==> src/led_pwm_pkg.sv <==
// led_pwm_pkg: constants, register map and carriers for the led gray-scale pwm driver
// assumes a single 250 MHz system clock; the display controller pins arrive asynchronously
package led_pwm_pkg;

  localparam int  NUM_OUT    = 16;
  localparam int  NUM_OUT8   = 8;
  localparam int  GS_W       = 8;
  localparam int  BC_W       = 5;
  localparam logic [BC_W-1:0] BC_DEFAULT = 5'h1f;
  localparam int  WD_W       = 24;

  // wishbone register offsets (byte addresses)
  localparam logic [3:0] REG_CTRL   = 4'h0;
  localparam logic [3:0] REG_WDT    = 4'h4;
  localparam logic [3:0] REG_STATUS = 4'h8;
  localparam logic [3:0] REG_MASK   = 4'hc;

  // control register fields
  localparam int  CTRL_WD_EN   = 0;
  localparam int  CTRL_WD_TIED = 1;
  localparam logic [1:0] CTRL_RESET = 2'h0;
  localparam logic [WD_W-1:0] WD_RESET = 24'h00ffff;

  // status and mask fields
  localparam int  ST_WDT   = 0;
  localparam int  ST_THERM = 1;
  localparam int  ST_LOAD  = 2;
  localparam int  ST_W     = 3;

  typedef struct packed {
    logic       enable_n;
    logic       select;
    logic       latch;
    logic       bright_default;
    logic       blank;
    logic       mode16;
    logic       scan;
    logic       thermal_en;
    logic       over_temp;
    logic [7:0] data;
  } ctl_pins_s;

  typedef enum logic [1:0] {
    PWM_BLANK = 2'b00,
    PWM_ARM   = 2'b01,
    PWM_RUN   = 2'b11
  } pwm_state_e;

endpackage

==> src/edge_sync.sv <==
// edge_sync: two-flop synchroniser with rising and falling edge pulses
// assumes the input is asynchronous to clk_i
`timescale 1ns/100ps
module edge_sync
  import led_pwm_pkg::*;
(
  // clock and reset
  input  wire logic clk_i,
  input  wire logic rst_i,
  // async level in
  input  wire logic async_i,
  // synchronised level and edges
  output logic      level_o,
  output logic      rise_o,
  output logic      fall_o
);
  logic meta;
  logic sync;
  logic prev;
  logic next_meta;
  logic next_sync;
  logic next_prev;

  always_comb begin
    next_meta = async_i;
    next_sync = meta;
    next_prev = sync;
  end

  always_ff @(posedge clk_i) begin
    if (rst_i) begin
      meta <= 1'b0;
      sync <= 1'b0;
      prev <= 1'b0;
    end else begin
      meta <= next_meta;
      sync <= next_sync;
      prev <= next_prev;
    end
  end

  assign level_o = sync;
  assign rise_o  = sync & ~prev;
  assign fall_o  = ~sync & prev;
endmodule

==> src/led_grayscale_pwm_driver.sv <==
// led_grayscale_pwm_driver: shift registers, latches, pwm and protection of the led sink driver
// assumes controller pins are asynchronous and much slower than clk_i; registers over classic wishbone
`timescale 1ns/100ps
module led_grayscale_pwm_driver
  import led_pwm_pkg::*;
(
  // clock and reset
  input  wire logic                 clk_i,
  input  wire logic                 rst_i,
  // wishbone slave
  input  wire logic                 wb_cyc_i,
  input  wire logic                 wb_stb_i,
  input  wire logic                 wb_we_i,
  input  wire logic [3:0]           wb_adr_i,
  input  wire logic [3:0]           wb_sel_i,
  input  wire logic [31:0]          wb_dat_i,
  output logic      [31:0]          wb_dat_o,
  output logic                      wb_ack_o,
  output logic                      irq_o,
  // controller pins
  input  wire logic                 shift_clock_i,
  input  wire logic                 gray_count_clock_i,
  input  wire logic                 transfer_enable_i,
  input  wire logic                 register_select_i,
  input  wire logic                 latch_i,
  input  wire logic                 bright_default_ctrl_i,
  input  wire logic                 blank_i,
  input  wire logic                 mode_i,
  input  wire logic                 scan_watch_input_i,
  input  wire logic                 thermal_guard_enable_i,
  input  wire logic                 over_temp_i,
  input  wire logic [7:0]           parallel_data_in_i,
  // outputs
  output logic      [7:0]           cascade_data_out_o,
  output logic      [NUM_OUT-1:0]   led_sink_outputs_o,
  output logic      [BC_W-1:0]      brightness_o,
  output logic                      fault_o,
  output logic                      fault_oe_n_o
);
  // synchronised pins; the data byte is sampled only a full sync delay after it settled
  ctl_pins_s  pin_meta;
  ctl_pins_s  pin;
  logic       sclk_rise;
  logic       gclk_rise;
  logic       gclk_fall;
  logic       scan_rise;
  logic       scan_fall;

  always_ff @(posedge clk_i) begin
    if (rst_i) begin
      pin_meta <= '0;
      pin      <= '0;
    end else begin
      pin_meta <= '{enable_n: transfer_enable_i, select: register_select_i, latch: latch_i,
                    bright_default: bright_default_ctrl_i, blank: blank_i, mode16: mode_i,
                    scan: 1'b0, thermal_en: thermal_guard_enable_i, over_temp: over_temp_i,
                    data: parallel_data_in_i};
      pin      <= pin_meta;
    end
  end

  edge_sync u_sclk (.clk_i(clk_i), .rst_i(rst_i), .async_i(shift_clock_i),
                    .level_o(), .rise_o(sclk_rise), .fall_o());
  edge_sync u_gclk (.clk_i(clk_i), .rst_i(rst_i), .async_i(gray_count_clock_i),
                    .level_o(), .rise_o(gclk_rise), .fall_o(gclk_fall));
  edge_sync u_scan (.clk_i(clk_i), .rst_i(rst_i), .async_i(scan_watch_input_i),
                    .level_o(), .rise_o(scan_rise), .fall_o(scan_fall));

  // shift registers
  logic [7:0]      gs_shift [NUM_OUT];
  logic [7:0]      next_gs_shift [NUM_OUT];
  logic [BC_W-1:0] bc_shift;
  logic [BC_W-1:0] next_bc_shift;
  logic [7:0]      next_cascade;
  logic            shift_gs;
  logic            shift_bc;

  assign shift_gs = sclk_rise & ~pin.enable_n & ~pin.select;
  assign shift_bc = sclk_rise & ~pin.enable_n & pin.select;

  always_comb begin
    next_bc_shift = bc_shift;
    next_cascade  = cascade_data_out_o;
    for (int i = 0; i < NUM_OUT; i++) begin
      next_gs_shift[i] = gs_shift[i];
    end
    if (shift_bc) begin
      next_bc_shift = pin.data[BC_W-1:0];
    end
    if (shift_gs) begin
      // last stage depends on mode: byte 16 or byte 8 back
      next_cascade = pin.mode16 ? gs_shift[NUM_OUT-1] : gs_shift[NUM_OUT8-1];
      next_gs_shift[0] = pin.data;
      for (int i = 1; i < NUM_OUT; i++) begin
        next_gs_shift[i] = gs_shift[i-1];
      end
    end
  end

  always_ff @(posedge clk_i) begin
    if (rst_i) begin
      bc_shift           <= '0;
      cascade_data_out_o <= '0;
      for (int i = 0; i < NUM_OUT; i++) begin
        gs_shift[i] <= '0;
      end
    end else begin
      bc_shift           <= next_bc_shift;
      cascade_data_out_o <= next_cascade;
      for (int i = 0; i < NUM_OUT; i++) begin
        gs_shift[i] <= next_gs_shift[i];
      end
    end
  end

  // latches modelled as enabled registers: transparent while latch high, gray-scale with select low, brightness with select and bright_default high
  logic [7:0]      gs_latch [NUM_OUT];
  logic [7:0]      next_gs_latch [NUM_OUT];
  logic [BC_W-1:0] next_brightness;
  logic            gs_open;
  logic            bc_open;
  logic            load_evt;
  logic [1:0]      trip_prev;
  logic [1:0]      next_trip_prev;

  assign gs_open  = pin.latch & ~pin.select;
  assign bc_open  = pin.latch & pin.select & pin.bright_default;
  assign load_evt = gs_open & ~trip_prev[1];

  always_comb begin
    next_brightness = brightness_o;
    if (!pin.bright_default) begin
      next_brightness = BC_DEFAULT;
    end else if (bc_open) begin
      next_brightness = bc_shift;
    end
    for (int i = 0; i < NUM_OUT; i++) begin
      next_gs_latch[i] = gs_open ? gs_shift[i] : gs_latch[i];
    end
  end

  always_ff @(posedge clk_i) begin
    if (rst_i) begin
      brightness_o <= BC_DEFAULT;
      for (int i = 0; i < NUM_OUT; i++) begin
        gs_latch[i] <= '0;
      end
    end else begin
      brightness_o <= next_brightness;
      for (int i = 0; i < NUM_OUT; i++) begin
        gs_latch[i] <= next_gs_latch[i];
      end
    end
  end

  // wishbone registers
  logic [1:0]      ctrl;
  logic [WD_W-1:0] wd_limit;
  logic [ST_W-1:0] status;
  logic [ST_W-1:0] mask;
  logic [1:0]      next_ctrl;
  logic [WD_W-1:0] next_wd_limit;
  logic [ST_W-1:0] next_status;
  logic [ST_W-1:0] next_mask;
  logic [31:0]     next_dat;
  logic            next_ack;
  logic            wr;
  logic [ST_W-1:0] events;
  logic            wd_trip;
  logic            therm_trip;

  assign wr     = wb_cyc_i & wb_stb_i & wb_we_i & ~wb_ack_o;
  assign events = {load_evt, therm_trip, wd_trip};

  always_comb begin
    next_ctrl     = ctrl;
    next_wd_limit = wd_limit;
    next_mask     = mask;
    next_status   = status;
    next_ack      = wb_cyc_i & wb_stb_i & ~wb_ack_o;
    next_dat      = '0;
    if (wr && wb_adr_i == REG_CTRL && wb_sel_i[0]) begin
      next_ctrl = wb_dat_i[1:0];
    end
    if (wr && wb_adr_i == REG_WDT) begin
      for (int b = 0; b < 3; b++) begin
        if (wb_sel_i[b]) begin
          next_wd_limit[b*8 +: 8] = wb_dat_i[b*8 +: 8];
        end
      end
    end
    if (wr && wb_adr_i == REG_MASK && wb_sel_i[0]) begin
      next_mask = wb_dat_i[ST_W-1:0];
    end
    if (wr && wb_adr_i == REG_STATUS && wb_sel_i[0]) begin
      next_status = status & ~wb_dat_i[ST_W-1:0];
    end
    // a new event wins over a same-cycle clear
    next_status = next_status | events;
    case (wb_adr_i)
      REG_CTRL:   next_dat = {30'h0, ctrl};
      REG_WDT:    next_dat = {8'h0, wd_limit};
      REG_STATUS: next_dat = {29'h0, status};
      REG_MASK:   next_dat = {29'h0, mask};
      default:    next_dat = '0;
    endcase
  end

  always_ff @(posedge clk_i) begin
    if (rst_i) begin
      ctrl     <= CTRL_RESET;
      wd_limit <= WD_RESET;
      status   <= '0;
      mask     <= '0;
      wb_ack_o <= 1'b0;
      wb_dat_o <= '0;
    end else begin
      ctrl     <= next_ctrl;
      wd_limit <= next_wd_limit;
      status   <= next_status;
      mask     <= next_mask;
      wb_ack_o <= next_ack;
      wb_dat_o <= next_dat;
    end
  end

  assign irq_o = |(status & mask);

  // protection: watchdog counts clk_i cycles since last scan edge
  logic [WD_W-1:0] wd_cnt;
  logic [WD_W-1:0] next_wd_cnt;
  logic            wd_fault;
  logic            next_wd_fault;
  logic            wd_active;
  logic            therm_fault;

  assign wd_active   = ctrl[CTRL_WD_EN] & ~ctrl[CTRL_WD_TIED];
  assign therm_fault = pin.thermal_en & pin.over_temp;
  assign therm_trip  = therm_fault & ~trip_prev[0];
  assign wd_trip     = next_wd_fault & ~wd_fault;

  always_comb begin
    // event edges come from settled levels; the first sync flop stays private
    next_trip_prev = {gs_open, therm_fault};
    next_wd_cnt   = wd_cnt;
    next_wd_fault = wd_fault;
    if (!wd_active || scan_rise || scan_fall) begin
      next_wd_cnt   = '0;
      next_wd_fault = 1'b0;
    end else if (wd_cnt >= wd_limit) begin
      next_wd_fault = 1'b1;
    end else begin
      next_wd_cnt = wd_cnt + 1'b1;
    end
  end

  always_ff @(posedge clk_i) begin
    if (rst_i) begin
      wd_cnt    <= '0;
      wd_fault  <= 1'b0;
      trip_prev <= '0;
    end else begin
      wd_cnt    <= next_wd_cnt;
      wd_fault  <= next_wd_fault;
      trip_prev <= next_trip_prev;
    end
  end

  // open-drain fault pin: enable low while pulling low
  assign fault_o      = 1'b0;
  assign fault_oe_n_o = ~(wd_fault | therm_fault);

  // pwm: 8-bit count of gray clock falls after arming
  pwm_state_e      state;
  pwm_state_e      next_state;
  logic [GS_W-1:0] gs_cnt;
  logic [GS_W-1:0] next_gs_cnt;
  logic [NUM_OUT-1:0] next_led;
  logic            kill;

  assign kill = pin.blank | wd_fault | therm_fault;

  always_comb begin
    next_state  = state;
    next_gs_cnt = gs_cnt;
    next_led    = led_sink_outputs_o;
    case (state)
      PWM_BLANK: begin
        next_gs_cnt = '0;
        if (!pin.blank) begin
          next_state = PWM_ARM;
        end
      end
      PWM_ARM: begin
        if (gclk_rise) begin
          next_state = PWM_RUN;
        end
      end
      PWM_RUN: begin
        if (gclk_fall) begin
          next_gs_cnt = gs_cnt + 1'b1;
        end
      end
      default: next_state = PWM_BLANK;
    endcase
    if (state == PWM_RUN && gclk_fall) begin
      for (int i = 0; i < NUM_OUT; i++) begin
        // lit while counted falls stay at or below the value upper outputs idle in 8-output mode
        next_led[i] = (next_gs_cnt <= gs_latch[i]) && (gs_latch[i] != '0) && (pin.mode16 || i < NUM_OUT8);
      end
    end
    if (pin.blank) begin
      next_state = PWM_BLANK;
    end
    if (kill) begin
      next_led = '0;
    end
  end

  always_ff @(posedge clk_i) begin
    if (rst_i) begin
      state              <= PWM_BLANK;
      gs_cnt             <= '0;
      led_sink_outputs_o <= '0;
    end else begin
      state              <= next_state;
      gs_cnt             <= next_gs_cnt;
      led_sink_outputs_o <= next_led;
    end
  end
endmodule

==> config.mk <==
export PLATFORM = sky130hd
export DESIGN_NAME = led_grayscale_pwm_driver
export DESIGN_NICKNAME = d
export VERILOG_FILES = /design/src/led_pwm_pkg.sv /design/src/edge_sync.sv /design/src/led_grayscale_pwm_driver.sv
export SDC_FILE = /design/constraint.sdc
export NUM_CORES = 1
export LEC_CHECK = 0
export ABC_AREA = 1
export BUFFER_PORTS_ARGS = -buffer_cell sky130_fd_sc_hd__buf_2
export CORE_MARGIN = 3
export CORE_UTILIZATION = 35
export CTS_CLUSTER_SIZE = 28
export DETAILED_ROUTE_END_ITERATION = 7
export SETUP_SLACK_MARGIN = 0.2
export SLEW_MARGIN = 20
export SYNTH_ARGS = -nofsm -noshare
export SYNTH_HDL_FRONTEND = slang
export SYNTH_SLANG_ARGS = --single-unit
==> constraint.sdc <==
create_clock -name clk_i -period 3.6 [get_ports clk_i]
set_input_delay 0.72 -clock clk_i [delete_from_list [all_inputs] [get_ports clk_i]]
set_output_delay 0.72 -clock clk_i [all_outputs]
set_load 0.005 [all_outputs]
; Yosys cells after proc, flatten, opt, wreduce, memory -nomap -nowiden
; Memory sizes are Yosys's and may differ from the RTL's.
; Index checks and enable logic that the tools add are counted.
[totals]
mem_bits_ro = 0
reg_bits = 177
mem_bits_rw = 256
out_inout_bits = 65
mem_count = 2
wordCells = 268
latch_bits = 0
input_bits = 64
[op_classes]
reduce_logical = 62
muxes = 61
magnitude_cmp = 17
n_div = 0
bitwise_logic = 74
multipliers = 0
n_eq_ne = 6
shift = 0
add_sub_neg = 2
[mem_list]
columns = name, depth, width, read_ports, rd_ports_with_merged_regs, wr, line_no
row1 = gs_latch, 16, 8, 16, 0, 16, led_grayscale_pwm_driver.sv:117  ; logic [7:0] gs_latch [NUM_OUT];
row2 = gs_shift, 16, 8, 16, 0, 16, led_grayscale_pwm_driver.sv:70  ; logic [7:0] gs_shift [NUM_OUT];
[ops]
columns = cell, count
row1 = $mux W8, 50
row2 = $le A8 B8 Y1, 16
row3 = $mux W128, 1
row4 = $reduce_bool A8 Y1, 16
row5 = $pmux W24 S4, 1
row6 = $or A1 B1 Y1, 35
row7 = $logic_and A1 B1 Y1, 32
row8 = $add A24 B1 Y24 const B, 1
row9 = $ge A24 B24 Y1, 1
row10 = $and A1 B1 Y1, 20
row11 = $pmux W8 S2, 1
row12 = $not A1 Y1, 15
row13 = $add A8 B1 Y8 const B, 1
row14 = $eq A4 B4 Y1 const B, 2
row15 = $reduce_and A2 Y1, 4
row16 = $reduce_or A2 Y1, 4
row17 = $and A3 B3 Y3, 2
row18 = $pmux W2 S3, 1
row19 = $mux W1, 5
row20 = $eq A4 B3 Y1 const B, 1
row21 = $logic_not A4 Y1, 1
row22 = $mux W3, 1
row23 = $not A3 Y3, 1
row24 = $or A3 B3 Y3, 1
row25 = other kinds (8), 9

; Longest topological paths before layout
[depth]
word_depth = 8
depth_mapped = 19
mapped_depth_nobuf = 19

; By module
; A second synthesis with hierarchy kept.
[unflattened]
hier_cells = 2490
area_unflattened_um2 = 19205.9
[modules_own_cells]
columns = mod, seq_area_each_um2, area_per_inst_um2, n_inst, cells_each
row1 = led_grayscale_pwm_driver, 8328.0, 18924.4, 1, 2454
row2 = edge_sync, 60.1, 93.8, 3, 12

; Least setup slack after synthesis
; No wires, ideal clock.
[synth_path]
path_kind = reg2reg
from = register state[0]
to = register led_sink_outputs_o[3]
t_arrival_ps = 3214
stages_incl_launch_ff = 17
required_ps = 3530
period_less_slack_ps = 3284
setup_slack_ps = 316
path_buffers = 0
setup_time_ps = 70
cell_sequence = dfxtp_1 inv_1 ha_1 inv_1 nand3_2 nor3_1 a21o_1 inv_1 nor3_1 ha_1 a21oi_1 o21ai_0 nor2_1 nand2_1 o21ai_0 nand2_1 a21oi_1
[synth_via]
elab_chain_cells = 4
word_cells_on_any_way = 6
classes_between = 1 x order compare / 1 x eq/ne / 1 x mux / 3 x reduce/logical
[synth_rtl]
columns = item, line_no
row1 = from (decl), led_grayscale_pwm_driver.sv:274  ; pwm_state_e state;
row2 = from (signal assigned), led_grayscale_pwm_driver.sv:326  ; state <= next_state;
row3 = $eq A2 B2 Y1 / $logic_not A2 Y1 (equally long branches), led_grayscale_pwm_driver.sv:287  ; case (state)
row4 = $pmux W8 S2 *, led_grayscale_pwm_driver.sv:287
row5 = net next_gs_cnt[5], led_grayscale_pwm_driver.sv:277  ; logic [GS_W-1:0] next_gs_cnt;
row6 = $le A8 B8 Y1 *, led_grayscale_pwm_driver.sv:309  ; next_led[i] = (next_gs_cnt <= gs_latch[i]) && (gs_latch[i] != '0) && (pin.mode16 || i < NUM_OUT8);
row7 = $logic_and A1 B1 Y1 *, led_grayscale_pwm_driver.sv:309
row8 = to (signal assigned), led_grayscale_pwm_driver.sv:328  ; led_sink_outputs_o <= next_led;
row9 = to (decl), led_grayscale_pwm_driver.sv:35  ; output logic [NUM_OUT-1:0] led_sink_outputs_o,
; The timed path passes the listed nets; every way through them passes the cells marked *.
; A chain may end at the register's enable or synchronous reset.

; Worst setup path after layout
[layout_path]
from = register state[0]
to = register led_sink_outputs_o[1]
; Same word-level chain as after synthesis.

==> flow_metrics.tcl <==
set metrics [dict create \
    fp.coreArea_um2 53920 \
    drc 0 \
    critical_path.cell_chain "inv_1 > ha_1 > inv_1 > nand3_2 > inv_1 > nand3_1 > nor3_2 > nand2_1 > nand2_1 > nand2_1 > nor2_1 > buf_4 > ha_1 > nand2_1 > nor2_1 > nor2_1 > nand3_1 > nand2_1 > nand2_1 > a21oi_1" \
    ir_drop_mv 0.3718 \
    avgSynthCellArea_um2 7.658 \
    fin_crit_sh_pct 84.89 \
    netlist_instances 2496 \
    tns_ns 0 \
    max_stage_delay_ns 0.36 \
    endpoint_kind "flop" \
    power.net_switching_mw 2.548 \
    startpoint "state[0]" \
    path_class "flop to flop" \
    cts_buffers 46 \
    grt_start_max_net_pins 118 \
    crit_slowest_cell "dfxtp_1" \
    worst_pin_slew_ns 0.9362 \
    path_max_fanout 16 \
    rsz0062_at_grt "no" \
    layout-drive-gt1-share_pct 9.332 \
    root_buffer "clkbuf_16" \
    routed_via_density 4.918 \
    track_usage_pct 16.45 \
    slew_violations 0 \
    leakage_nw 9.868 \
    p_total_mw 10.81 \
    dieArea_um2 57450 \
    insertion_delay_ns 0.57 \
    p_clk_share_pct 46.5 \
    fmax_mhz 327.2 \
    crit_top_cell "nand2_1" \
    synth_flop_cell "dfxtp_1" \
    start_util_pct 35.45 \
    critical_path_required_ns 4.09 \
    die_w_um 239.7 \
    drt_wl_total_um 48220 \
    final-setup-viol-count 0 \
    nets 2788 \
    seq_area_frac_synth_pct 44.51 \
    pwr-share-seq_pct 46.1 \
    synth_top_area_share_pct 44.51 \
    fillers 5497 \
    n_antenna_cell 0 \
    final_cells 3300 \
    ios 129 \
    netlist_area_um2 19110 \
    grt_pass1_wl_um 77620 \
    async_flop_share_pct 0 \
    switching_share_pct 23.56 \
    maxCapViolCount 0 \
    cts.sinks 425 \
    cp-start-kind "flop" \
    p_per_area_nw_per_um2 495.1 \
    ys_ff_latch 425 \
    dr.first_iter.drc_count 889 \
    r2r_start "state[0]" \
    rows 85 \
    finalCriticalPeriod_ns 3.056 \
    area_delta_synth_final_pct 14.24 \
    synth-edff-count 0 \
    status "complete, no violations" \
    dp_cells 3214 \
    p_int_mw 8.264 \
    yosys-top-cells-area "dfxtp_1, ha_1, nor2_1" \
    vias 16230 \
    stdcell_area_um2 21840 \
    ys_types 41 \
    dp_hpwl_um 32260 \
    die_h_um 239.7 \
    routedWlPerCell_um 14.61 \
    dr.pass1.iters 8 \
    clk_pin_slew_ns 0.06 \
    hold_viol_final 0 \
    synth_warnings 0 \
    grt_remaining_overflow 0 \
    htree_levels 2 \
    clk_path_buf_depth 3 \
    fin_worst_skew_ns 0.01789 \
    ant_nets 0 \
    p_comb_share_pct 7.4 \
    holdCritPathClass "input port to flop" \
    dpl_cell_area_um2 20190 \
    cts_tree "built" \
    slew-limit-headroom_pct 37.52 \
    grt_pass1_vias 15530 \
    placement.io_buffers 110 \
    crit_arrival_ns 3.55 \
    globalplace.congestion 0.8584 \
    antenna_found_initial 0 \
    worstHoldStart "shift_clock_i" \
    synth_area_leader_cell "dfxtp_1" \
]
-- area by class of cell --
| type | instances | area (µm²) | area share [%] |
|---|---|---|---|
| clock buffers | 70 | 1393 | 6.377 |
| repair buffers | 142 | 818.3 | 3.747 |
| well taps | 696 | 870.8 | 3.988 |
| clock inverters | 15 | 236.5 | 1.083 |
| multi-input cells | 1671 | 8941 | 40.94 |
| inverters | 281 | 1070 | 4.899 |
| flip-flops and latches | 425 | 8508 | 38.96 |
-- stage by stage --
step	setup slack [ns]	hold WS (ns)	util (%)
2_1_floorplan	0.3159	0.3883	-
4_1_cts	0.4304	0.3187	40.47
5_1_grt	0.2002	0.3454	40.50
3_3_place_gp	0.5939	0.3978	37.45
6_report	0.5441	0.3544	40.50
3_5_place_dp	0.4496	0.3977	37.45
-- worst max-delay path: cells and delay by family (launching register included) --
family,cells,cell delay [ns]
adder cells (fa/ha/maj),2,0.62
AND/OR/NAND/NOR,13,1.25
flip-flops,1,0.36
AO/OA/AOI/OAI,1,0.14
buffers and inverters,4,0.62
-- flip-flops by register name (all words and copies together), names as in the netlist, 16 cells and up --
register / cells
gs_latch: 128
wd_limit: 24
gs_shift: 128
led_sink_outputs_o: 16
pin: 16
wb_dat_o: 24
pin_meta: 16
wd_cnt: 24
-- routing by layer --
layer | vias up | global-route usage (%) | routed length, µm
met5 | - | 0 | 0
met4 | 0 | 5.369 | 1212
met3 | 78 | 2.360 | 1946
met2 | 277 | 28.80 | 23280
met1 | 7549 | 20.82 | 21790
li1 | 8324 | - | -
-- placed cells by master (no fill, tap or decap), types with 11 or more instances in the layout --
cell type	synthesis	routed
dfxtp_1	425	425
nor2_1	422	421
o21ai_0	313	312
a21oi_1	284	284
nand2_1	280	280
inv_1	278	275
ha_1	157	157
buf_2	19	109
nand3_1	66	66
clkbuf_16	0	47
nor4_1	36	36
buf_4	15	31
nor3_1	30	25
nand4_1	15	15
clkbuf_8	0	13
xor2_1	11	11
-- synthesized netlist by cell type (2+ instances only) --
cell type	instances
nor2_1	422
buf_6	16
buf_1	5
a21o_1	3
a21oi_1	284
nor4_1	36
a221oi_1	2
nand2_1	280
xor2_1	11
nand3_2	2
nor2_4	2
nor3_1	30
dfxtp_1	425
xnor2_1	4
o21ai_1	6
o22ai_1	3
o21ai_0	313
nor2_2	2
ha_1	157
nand4_1	15
inv_2	3
buf_2	19
nand3_1	66
inv_1	278
o211ai_1	5
nand3b_1	7
buf_4	15
clkbuf_1	72
-- worst paths after layout --
path                                              end  slack, ns  cells after the start
worst max-delay path            led_sink_outputs_o[1]       0.54                     20
worst min-delay path                      u_sclk.meta       0.35                      3
worst max register to register  led_sink_outputs_o[1]       0.54                     20
worst min register to register                 pin[5]       0.39                      2
-- timing repair --
action / in CTS / in global routing
hold buffers: 0 / 0
endpoints found under the setup margin: 0 / 11
setup buffers: 0 / 1
resized for setup: 0 / 2
-- power by group through the flow --
stage / clock (mW) / combinational (mW) / sequential (mW)
after floorplan: 0 / 0.605 / 5.05
after global placement: 0 / 0.776 / 5.08
after detailed placement: 0 / 0.797 / 5.09
after CTS: 5.16 / 0.803 / 4.99
after global routing: 5.35 / 0.933 / 5.00
final: 5.03 / 0.799 / 4.99
-- cells by family after synthesis --
group / Yosys count / synth area share, %
xor gates and xnor gates: 15 / 0.6873
AOI/OAI and AO/OA: 622 / 16.57
other: 1 / 0.01962
buffers and inverters: 408 / 9.059
adders and majority gates: 157 / 10.28
DFF: 425 / 44.51
and+or+nand+nor: 868 / 18.87
No activity file was read; power rests on OpenSTA's default activity.
